**src/common/smp_pkg.sv**
```systemverilog
// ****************************************************************
// power-management control constants and carriers
// ****************************************************************
package smp_pkg;

	// clock rate of the register-side clock
	localparam longint unsigned CLK_HZ        = 64'd50_000_000;
	// idle-timer granularities in their own units
	localparam longint unsigned IDLE_MIN_S    = 64'd60;
	localparam longint unsigned IDLE_MS_US    = 64'd1000;
	localparam logic [31:0]     IDLE_MIN_CYC  = 32'(IDLE_MIN_S * CLK_HZ);
	localparam logic [31:0]     IDLE_MS_CYC   = 32'((IDLE_MS_US * CLK_HZ) / 64'd1_000_000);

	// register offsets on the plain register port
	localparam logic [7:0]  OFS_CTRL      = 8'hA0;
	localparam logic [7:0]  OFS_SRC_EN    = 8'hA2;
	localparam logic [7:0]  OFS_IDLE_CNT  = 8'hA8;
	localparam logic [7:0]  OFS_FLAGS     = 8'hAA;
	localparam logic [7:0]  OFS_STP_HIGH  = 8'hAC;
	localparam logic [7:0]  OFS_STP_LOW   = 8'hAD;
	localparam logic [7:0]  OFS_IRQ_STAT  = 8'hB0;
	localparam logic [7:0]  OFS_IRQ_MASK  = 8'hB1;

	// control register fields
	localparam int          CTL_GATE_BIT  = 0;
	localparam int          CTL_STP_BIT   = 1;
	localparam int          CTL_SCALE_BIT = 2;
	localparam int          CTL_FIELD_LSB = 3;
	localparam logic [1:0]  TMR_MINUTE    = 2'h0;
	localparam logic [1:0]  TMR_STOP      = 2'h1;
	localparam logic [1:0]  TMR_CLOCK     = 2'h2;
	localparam logic [1:0]  TMR_MSEC      = 2'h3;

	// reset values and writable masks
	localparam logic [7:0]  CTRL_RST      = 8'h08;
	localparam logic [7:0]  CTRL_WMASK    = 8'h1F;
	localparam logic [15:0] SRC_RST       = 16'h0000;
	localparam logic [15:0] SRC_WMASK     = 16'h01FF;
	localparam logic [7:0]  IDLE_CNT_RST  = 8'h0F;
	localparam logic [7:0]  STP_HIGH_RST  = 8'h0F;
	localparam logic [7:0]  STP_LOW_RST   = 8'h0F;

	// event source positions, shared by enable and flag registers
	localparam int          NUM_EV        = 9;
	localparam int          EV_TIMER      = 5;

	// interrupt status bits
	localparam int          NUM_IRQ       = 3;
	localparam int          IRQ_SMI_BIT   = 0;
	localparam int          IRQ_STP_BIT   = 1;
	localparam int          IRQ_TMR_BIT   = 2;

	// register port request
	typedef struct packed {
		logic        wr;
		logic        rd;
		logic [7:0]  addr;
		logic [15:0] wdata;
	} smp_bus_t;

	// event inputs
	typedef struct packed {
		logic usb_legacy;
		logic apm_write;
		logic apm_read;
		logic ext_req_n;
		logic irq12;
		logic irq8;
		logic irq4;
		logic irq3;
		logic irq1;
	} smp_events_t;

	// stop-clock sequencer
	typedef enum logic [1:0] {
		STP_OFF  = 2'b00,
		STP_LOW  = 2'b01,
		STP_HIGH = 2'b10
	} smp_stp_state_t;

endpackage

```
**src/verilog/smp_power_ctrl.sv**
```systemverilog
// Implementation choice: the strobed register port.
`timescale 1ns/10ps
module smp_power_ctrl #(
	parameter logic [31:0] MIN_CYCLES = smp_pkg::IDLE_MIN_CYC,   // one-minute tick length
	parameter logic [31:0] MS_CYCLES  = smp_pkg::IDLE_MS_CYC     // one-millisecond tick length
) (
	input  wire logic                 i_clock,          // system clock
	input  wire logic                 i_sys_rst,        // async reset, high
	input  wire smp_pkg::smp_bus_t    i_bus,            // register request
	input  wire smp_pkg::smp_events_t i_events,         // event sources
	output logic [15:0]               o_rdata,          // read data, cycle after read
	output logic                      o_smi_n,          // system management interrupt, low
	output logic                      o_stop_clock_n,   // stop-clock to processor, low
	output logic                      o_irq             // local interrupt, high
);

	// ****************************************************************
	// register storage
	// ****************************************************************
	logic [7:0]                  ctrl_reg;
	logic [15:0]                 src_en_reg;
	logic [7:0]                  idle_cnt_reg;
	logic [smp_pkg::NUM_EV-1:0]  flags_reg;
	logic [smp_pkg::NUM_EV-1:0]  flags_next;
	logic [smp_pkg::NUM_EV-1:0]  ev_prev_reg;
	logic [smp_pkg::NUM_EV-1:0]  ev_now;
	logic [smp_pkg::NUM_EV-1:0]  ev_rise;
	logic [smp_pkg::NUM_EV-1:0]  ev_set;
	logic [7:0]                  stp_high_reg;
	logic [7:0]                  stp_low_reg;
	logic [smp_pkg::NUM_IRQ-1:0] irq_stat_reg;
	logic [smp_pkg::NUM_IRQ-1:0] irq_mask_reg;
	logic [smp_pkg::NUM_IRQ-1:0] irq_set;
	logic [31:0]                 pre_reg;
	logic [8:0]                  tmr_reg;
	logic [8:0]                  tmr_load;
	logic                        tmr_tick;
	logic                        tmr_event;
	logic [7:0]                  stp_cnt_reg;
	logic                        smi_prev_reg;
	logic                        stp_prev_reg;
	smp_pkg::smp_stp_state_t     stp_state_reg;

	// decoded write and read strobes
	logic wr_ctrl;
	logic wr_src;
	logic wr_idle;
	logic wr_flags;
	logic rd_irq;
	logic [1:0] tmr_field;
	logic       gate_on;
	logic       stp_en;
	logic       scale_on;

	assign wr_ctrl  = i_bus.wr && (i_bus.addr == smp_pkg::OFS_CTRL);
	assign wr_src   = i_bus.wr && (i_bus.addr == smp_pkg::OFS_SRC_EN);
	assign wr_idle  = i_bus.wr && (i_bus.addr == smp_pkg::OFS_IDLE_CNT);
	assign wr_flags = i_bus.wr && (i_bus.addr == smp_pkg::OFS_FLAGS);
	assign rd_irq   = i_bus.rd && (i_bus.addr == smp_pkg::OFS_IRQ_STAT);

	// control fields
	assign tmr_field = ctrl_reg[smp_pkg::CTL_FIELD_LSB +: 2];
	assign gate_on   = ctrl_reg[smp_pkg::CTL_GATE_BIT];
	assign stp_en    = ctrl_reg[smp_pkg::CTL_STP_BIT];
	assign scale_on  = ctrl_reg[smp_pkg::CTL_SCALE_BIT];

	// ****************************************************************
	// software registers
	// ****************************************************************
	// control and source enable; reserved bits never stored
	// control reset value
	always_ff @(posedge i_clock or posedge i_sys_rst)
	begin
		if (i_sys_rst)
		begin
			ctrl_reg   <= smp_pkg::CTRL_RST;
			src_en_reg <= smp_pkg::SRC_RST;
		end
		else
		begin
			if (wr_ctrl)
				ctrl_reg <= i_bus.wdata[7:0] & smp_pkg::CTRL_WMASK;
			if (wr_src)
				src_en_reg <= i_bus.wdata & smp_pkg::SRC_WMASK;
		end
	end

	// idle reload value and stop-clock phase lengths
	always_ff @(posedge i_clock or posedge i_sys_rst)
	begin
		if (i_sys_rst)
		begin
			idle_cnt_reg <= smp_pkg::IDLE_CNT_RST;
			stp_high_reg <= smp_pkg::STP_HIGH_RST;
			stp_low_reg  <= smp_pkg::STP_LOW_RST;
		end
		else if (i_bus.wr)
		begin
			if (i_bus.addr == smp_pkg::OFS_IDLE_CNT)
				idle_cnt_reg <= i_bus.wdata[7:0];
			if (i_bus.addr == smp_pkg::OFS_STP_HIGH)
				stp_high_reg <= i_bus.wdata[7:0];
			if (i_bus.addr == smp_pkg::OFS_STP_LOW)
				stp_low_reg <= i_bus.wdata[7:0];
		end
	end

	// ****************************************************************
	// idle timer
	// ****************************************************************
	// granularity select
	assign tmr_tick = (tmr_field == smp_pkg::TMR_CLOCK) ||
		((tmr_field == smp_pkg::TMR_MSEC) && (pre_reg == MS_CYCLES - 32'h0000_0001)) ||
		((tmr_field == smp_pkg::TMR_MINUTE) && (pre_reg == MIN_CYCLES - 32'h0000_0001));
	assign tmr_event = tmr_tick && (tmr_field != smp_pkg::TMR_STOP) && (tmr_reg == 9'h001);
	assign tmr_load  = {1'b0, idle_cnt_reg} + 9'h001;

	// prescaler; restarts when stopped so a new granularity starts clean
	always_ff @(posedge i_clock or posedge i_sys_rst)
	begin
		if (i_sys_rst)
			pre_reg <= 32'h0000_0000;
		else if ((tmr_field == smp_pkg::TMR_STOP) || tmr_tick)
			pre_reg <= 32'h0000_0000;
		else
			pre_reg <= pre_reg + 32'h0000_0001;
	end

	// countdown; a value write reloads at once, software stops it first
	always_ff @(posedge i_clock or posedge i_sys_rst)
	begin
		if (i_sys_rst)
			tmr_reg <= 9'h010;
		else if (wr_idle)
			tmr_reg <= {1'b0, i_bus.wdata[7:0]} + 9'h001;
		else if (tmr_field == smp_pkg::TMR_STOP)
			tmr_reg <= tmr_load;
		else if (tmr_event)
			tmr_reg <= tmr_load;
		else if (tmr_tick)
			tmr_reg <= tmr_reg - 9'h001;
	end

	// ****************************************************************
	// event detection and status flags
	// ****************************************************************
	// usb legacy at bit 8
	assign ev_now = {i_events.usb_legacy, i_events.apm_write, ~i_events.ext_req_n, tmr_event,
		i_events.irq12, i_events.irq8, i_events.irq4, i_events.irq3, i_events.irq1};
	// edge gives one flag per activation
	assign ev_rise = ev_now & ~ev_prev_reg;
	assign ev_set  = ev_rise & src_en_reg[smp_pkg::NUM_EV-1:0];

	// writing zero clears a flag, but a same-cycle set wins
	always_comb
	begin
		flags_next = flags_reg;
		if (wr_flags)
			flags_next = flags_reg & i_bus.wdata[smp_pkg::NUM_EV-1:0];
		flags_next = flags_next | ev_set;
	end

	// previous event levels
	always_ff @(posedge i_clock or posedge i_sys_rst)
	begin
		if (i_sys_rst)
			ev_prev_reg <= '0;
		else
			ev_prev_reg <= ev_now;
	end

	// flag storage
	always_ff @(posedge i_clock or posedge i_sys_rst)
	begin
		if (i_sys_rst)
			flags_reg <= '0;
		else
			flags_reg <= flags_next;
	end

	// ****************************************************************
	// interrupt output to the processor
	// ****************************************************************
	// gate masks the pin
	always_ff @(posedge i_clock or posedge i_sys_rst)
	begin
		if (i_sys_rst)
			o_smi_n <= 1'b1;
		else
			o_smi_n <= ~(gate_on && (|flags_reg));
	end

	// ****************************************************************
	// stop-clock sequencer
	// ****************************************************************
	// state and phase counter; counter only runs while scaling
	always_ff @(posedge i_clock or posedge i_sys_rst)
	begin
		if (i_sys_rst)
		begin
			stp_state_reg <= smp_pkg::STP_OFF;
			stp_cnt_reg   <= 8'h00;
		end
		else
		begin
			case (stp_state_reg)
				smp_pkg::STP_OFF:
				begin
					if (stp_en && i_events.apm_read)
					begin
						stp_state_reg <= smp_pkg::STP_LOW;
						stp_cnt_reg   <= stp_low_reg;
					end
				end
				smp_pkg::STP_LOW:
				begin
					if (!stp_en)
						stp_state_reg <= smp_pkg::STP_OFF;
					else if (scale_on && (stp_cnt_reg == 8'h00))
					begin
						stp_state_reg <= smp_pkg::STP_HIGH;
						stp_cnt_reg   <= stp_high_reg;
					end
					else if (scale_on)
						stp_cnt_reg <= stp_cnt_reg - 8'h01;
				end
				smp_pkg::STP_HIGH:
				begin
					if (!stp_en)
						stp_state_reg <= smp_pkg::STP_OFF;
					else if (!scale_on || (stp_cnt_reg == 8'h00))
					begin
						stp_state_reg <= smp_pkg::STP_LOW;
						stp_cnt_reg   <= stp_low_reg;
					end
					else
						stp_cnt_reg <= stp_cnt_reg - 8'h01;
				end
				default:
					stp_state_reg <= smp_pkg::STP_OFF;
			endcase
		end
	end

	// pin low only in the low phase
	always_ff @(posedge i_clock or posedge i_sys_rst)
	begin
		if (i_sys_rst)
			o_stop_clock_n <= 1'b1;
		else
			o_stop_clock_n <= (stp_state_reg != smp_pkg::STP_LOW);
	end

	// ****************************************************************
	// local interrupt: sticky status, read clears, mask gates
	// ****************************************************************
	assign irq_set = {tmr_event, (!o_stop_clock_n && stp_prev_reg), (!o_smi_n && smi_prev_reg)};

	// previous pin levels for assertion edges
	always_ff @(posedge i_clock or posedge i_sys_rst)
	begin
		if (i_sys_rst)
		begin
			smi_prev_reg <= 1'b1;
			stp_prev_reg <= 1'b1;
		end
		else
		begin
			smi_prev_reg <= o_smi_n;
			stp_prev_reg <= o_stop_clock_n;
		end
	end

	// status and mask; a set in the clearing read survives
	always_ff @(posedge i_clock or posedge i_sys_rst)
	begin
		if (i_sys_rst)
		begin
			irq_stat_reg <= '0;
			irq_mask_reg <= '0;
		end
		else
		begin
			irq_stat_reg <= (rd_irq ? '0 : irq_stat_reg) | irq_set;
			if (i_bus.wr && (i_bus.addr == smp_pkg::OFS_IRQ_MASK))
				irq_mask_reg <= i_bus.wdata[smp_pkg::NUM_IRQ-1:0];
		end
	end

	// level output
	always_ff @(posedge i_clock or posedge i_sys_rst)
	begin
		if (i_sys_rst)
			o_irq <= 1'b0;
		else
			o_irq <= |(irq_stat_reg & irq_mask_reg);
	end

	// ****************************************************************
	// read port
	// ****************************************************************
	// unmapped offsets and idle cycles return zero
	// reserved bits read zero
	always_ff @(posedge i_clock or posedge i_sys_rst)
	begin
		if (i_sys_rst)
			o_rdata <= 16'h0000;
		else if (!i_bus.rd)
			o_rdata <= 16'h0000;
		else
		begin
			case (i_bus.addr)
				smp_pkg::OFS_CTRL:     o_rdata <= {8'h00, ctrl_reg};
				smp_pkg::OFS_SRC_EN:   o_rdata <= src_en_reg;
				smp_pkg::OFS_IDLE_CNT: o_rdata <= {8'h00, idle_cnt_reg};
				smp_pkg::OFS_FLAGS:    o_rdata <= {7'h00, flags_reg};
				smp_pkg::OFS_STP_HIGH: o_rdata <= {8'h00, stp_high_reg};
				smp_pkg::OFS_STP_LOW:  o_rdata <= {8'h00, stp_low_reg};
				smp_pkg::OFS_IRQ_STAT: o_rdata <= {13'h0000, irq_stat_reg};
				smp_pkg::OFS_IRQ_MASK: o_rdata <= {13'h0000, irq_mask_reg};
				default:               o_rdata <= 16'h0000;
			endcase
		end
	end
endmodule

```
**config.mk**
```make
export PLATFORM = sky130hd
export DESIGN_NAME = smp_power_ctrl
export DESIGN_NICKNAME = d
export VERILOG_FILES = /design/src/common/smp_pkg.sv /design/src/verilog/smp_power_ctrl.sv
export SDC_FILE = /design/constraint.sdc
export NUM_CORES = 1
export LEC_CHECK = 0
export BUFFER_PORTS_ARGS = -buffer_cell sky130_fd_sc_hd__buf_4
export CORE_MARGIN = 8
export CORE_UTILIZATION = 55
export CTS_CLUSTER_SIZE = 12
export DETAILED_ROUTE_END_ITERATION = 10
export GPL_TIMING_DRIVEN = 0
export PLACE_DENSITY = 0.74
export RECOVER_POWER = 100
export SLEW_MARGIN = 20
export SYNTH_ARGS = -nofsm -noshare
export SYNTH_HDL_FRONTEND = slang
export SYNTH_SLANG_ARGS = --single-unit
```
**constraint.sdc**
```tcl
create_clock -name i_clock -period 3.8 [get_ports i_clock]
set_input_delay 0.19 -clock i_clock [delete_from_list [all_inputs] [get_ports i_clock]]
set_output_delay 0.19 -clock i_clock [all_outputs]
set_load 0.05 [all_outputs]
```
==> flow_summary.json <==
{
  "antennaDiodeCount": 0,
  "syn_inst": 660,
  "finClkSkew_ps": 7.21,
  "synth.most_common_cell": "dfrtp_1",
  "wl_mm": 17.1,
  "ys_seq_elements": 127,
  "dieArea_um2": 16100,
  "netlist_area_um2": 6780,
  "place_ws_ps": 1230,
  "yosysTopAreaCell": "dfrtp_1",
  "tightest_slew_ps": 1600,
  "hp-class": "in2reg",
  "coreArea_um2": 12000,
  "finalSetupViolations": 0,
  "powerDensity_nw_per_um2": 556,
  "io_pins": 56,
  "path_buf_inv": 2,
  "area_delta_synth_final_pct": 15.8,
  "placed_cell_area_um2": 7290,
  "grt.total_usage_pct": 22.3,
  "grt_max_degree": 71,
  "drt_first_pass_iters": 5,
  "status": "finished with violations",
  "largest_register_ffs": 32,
  "cts.path.max_buffers": 2,
  "ys.warnings.count": 0,
  "clk_latency_ps": 420,
  "start_util_pct": 56.4,
  "fmax_mhz": 333,
  "cts_tree": "built",
  "drive_above_1_share_pct": 17.9,
  "die_h_um": 127,
  "async_flop_share_pct": 100,
  "viasPerCell": 6.03,
  "fin_ws_ps": 793,
  "min_period_ps": 3010,
  "fin_area_um2": 7850,
  "crit_path_end_kind": "register",
  "ys_top_cells_by_count": "dfrtp_1, nor2_1, nand2_1, mux2_2, a21oi_1",
  "maxCapViolations": 1,
  "path_class": "reg2reg",
  "finalHoldViolations": 0,
  "clock-root-buffer": "clkbuf_16",
  "cts.sinks": 127,
  "cp_top_family": "simple AND/OR/NAND/NOR gates",
  "relSlewSlack_pct": -7.75,
  "fin_crit_sh_pct": 79.1,
  "critPathMaxFanout": 10,
  "first_iter_violations": 427,
  "port_buffers": 36,
  "hpwl_mm": 12.1,
  "leakagePower_nw": 3.53,
  "netlist_top_cells_area": "dfrtp_1, mux2_2, dfstp_2",
  "grt_pass1_wl_mm": 28.5,
  "globalRouteOverflowTotal": 0,
  "cp_slowest_cell": "or4_1",
  "rsz0062_at_grt": "no",
  "antenna_found_initial": 0,
  "dieWidth_um": 127,
  "path_cells": "or4_1 > nor4_1 > a41oi_1 > mux2i_4 > buf_6 > clkbuf_1 > nor2_1",
  "peakVddDrop_mv": 0.408,
  "synth_top_flop_cell": "dfrtp_1",
  "failed_checks": "capacitance limit, slew limit",
  "rows": 40,
  "vias": 5369,
  "grt_pass1_vias": 5447,
  "synth_top_area_share_pct": 40.2,
  "ys_seq_area_share_pct": 47.2,
  "gp_congestion": 0.852,
  "critPathArrivalTime_ps": 3290,
  "drc_errors": 0,
  "cts_buffers": 17,
  "ys_types": 60,
  "htreeDepth": 4,
  "ctsResizeCount": 0,
  "cp_slowest_stage_delay_ps": 570,
  "slew_violations": 11,
  "start_kind": "register",
  "cp.required_ps": 4080,
  "n_fill_cell": 964,
  "nets": 779,
  "clkTransAtPathRegs_ps": 60,
  "wire_per_inst_um": 19.2,
  "synth_edf_count": 0,
  "detail-route-antenna-nets": 0,
  "syn_avg_cell_area_um2": 10.3
}
area by class of cell:
type / count / area [um2] / area share (%)
Buffer: 32 / 154 / 1.96
Sequential cell: 127 / 3200 / 40.8
Clock buffer: 19 / 453 / 5.77
Multi-Input combinational cell: 486 / 3330 / 42.5
Inverter: 21 / 83.8 / 1.07
Tap cell: 147 / 184 / 2.34
Timing Repair Buffer: 46 / 309 / 3.94
Clock inverter: 13 / 130 / 1.66
worst reg2reg max path: cells and delay by family, from the launching register on:
kind                   cells  cell delay, ps
buffers and inverters      2             590
flip-flops                 1             420
AO/OA/AOI/OAI              1             300
multiplexers               1             360
AND/OR/NAND/NOR            3            1210
layout by cell type (no fill, tap or decap), types with 23 or more instances in the layout:
| master | count |
|---|---|
| a21oi_1 | 30 |
| clkbuf_1 | 39 |
| dfrtp_1 | 109 |
| mux2_2 | 49 |
| mux2i_1 | 27 |
| nand2_1 | 52 |
| nor2_1 | 68 |
| o21ai_0 | 29 |
| xnor2_1 | 23 |
| xor2_1 | 29 |
cells by family (layout without fill, tap and decap cells):
family | after synthesis | after routing | share of synthesized area (%)
compound gates | 107 | 107 | 9.89
xor+xnor | 52 | 52 | 6.72
fa+ha+maj | 11 | 11 | 2.03
buf+inv | 53 | 131 | 3.49
flops | 127 | 127 | 47.2
mux | 78 | 78 | 12.6
other cells | 1 | 7 | 0.0553
simple gates | 231 | 231 | 18.0
per-stage QoR:
stage	hold slack [ps]	utilization, %	cells	total power [W]	TNS, ps
after floorplan	221	-	666	0.00249	0
after global placement	311	60.4	849	0.00273	-114300
after detailed placement	313	60.7	850	0.00278	0
after CTS	8.42	66.3	891	0.00439	0
after global routing	25.9	65.3	891	0.00460	0
final	22.5	65.3	891	0.00437	0
routing by layer:
metal	global-route usage, %	up-vias	part of all wire (%)
li1	-	2495	-
met1	31.2	2674	47
met2	32.7	178	45
met3	5.62	22	5.4
met4	8.40	0	2.1
met5	0	-	0
timing repair:
action,4_1_cts,5_1_grt
buffers inserted,0,0
hold endpoints to repair,72,0
hold buffers,9,0
final timing paths:
path                            depth (start not counted)  slack (ps)             end      startpoint
worst max-delay path                                    7         790     pre_reg[26]     pre_reg[13]
worst min register to register                          0         450    stp_prev_reg  o_stop_clock_n
worst max register to register                          7         790     pre_reg[26]     pre_reg[13]
worst min-delay path                                    2          20   src_en_reg[8]        i_bus[8]
min in group asynchronous                               3         440    flags_reg[7]       i_sys_rst
max in group asynchronous                               4        1520  stp_cnt_reg[6]       i_sys_rst
where the power goes:
part | internal, W | switching, W | total (W)
sequential | 0.00155 | 0.000230 | 0.00178
combinational | 0.000416 | 0.000573 | 0.000989
clock | 0.000949 | 0.000648 | 0.00160
total | 0.00292 | 0.00145 | 0.00437
(Power assumes the default switching activity.)
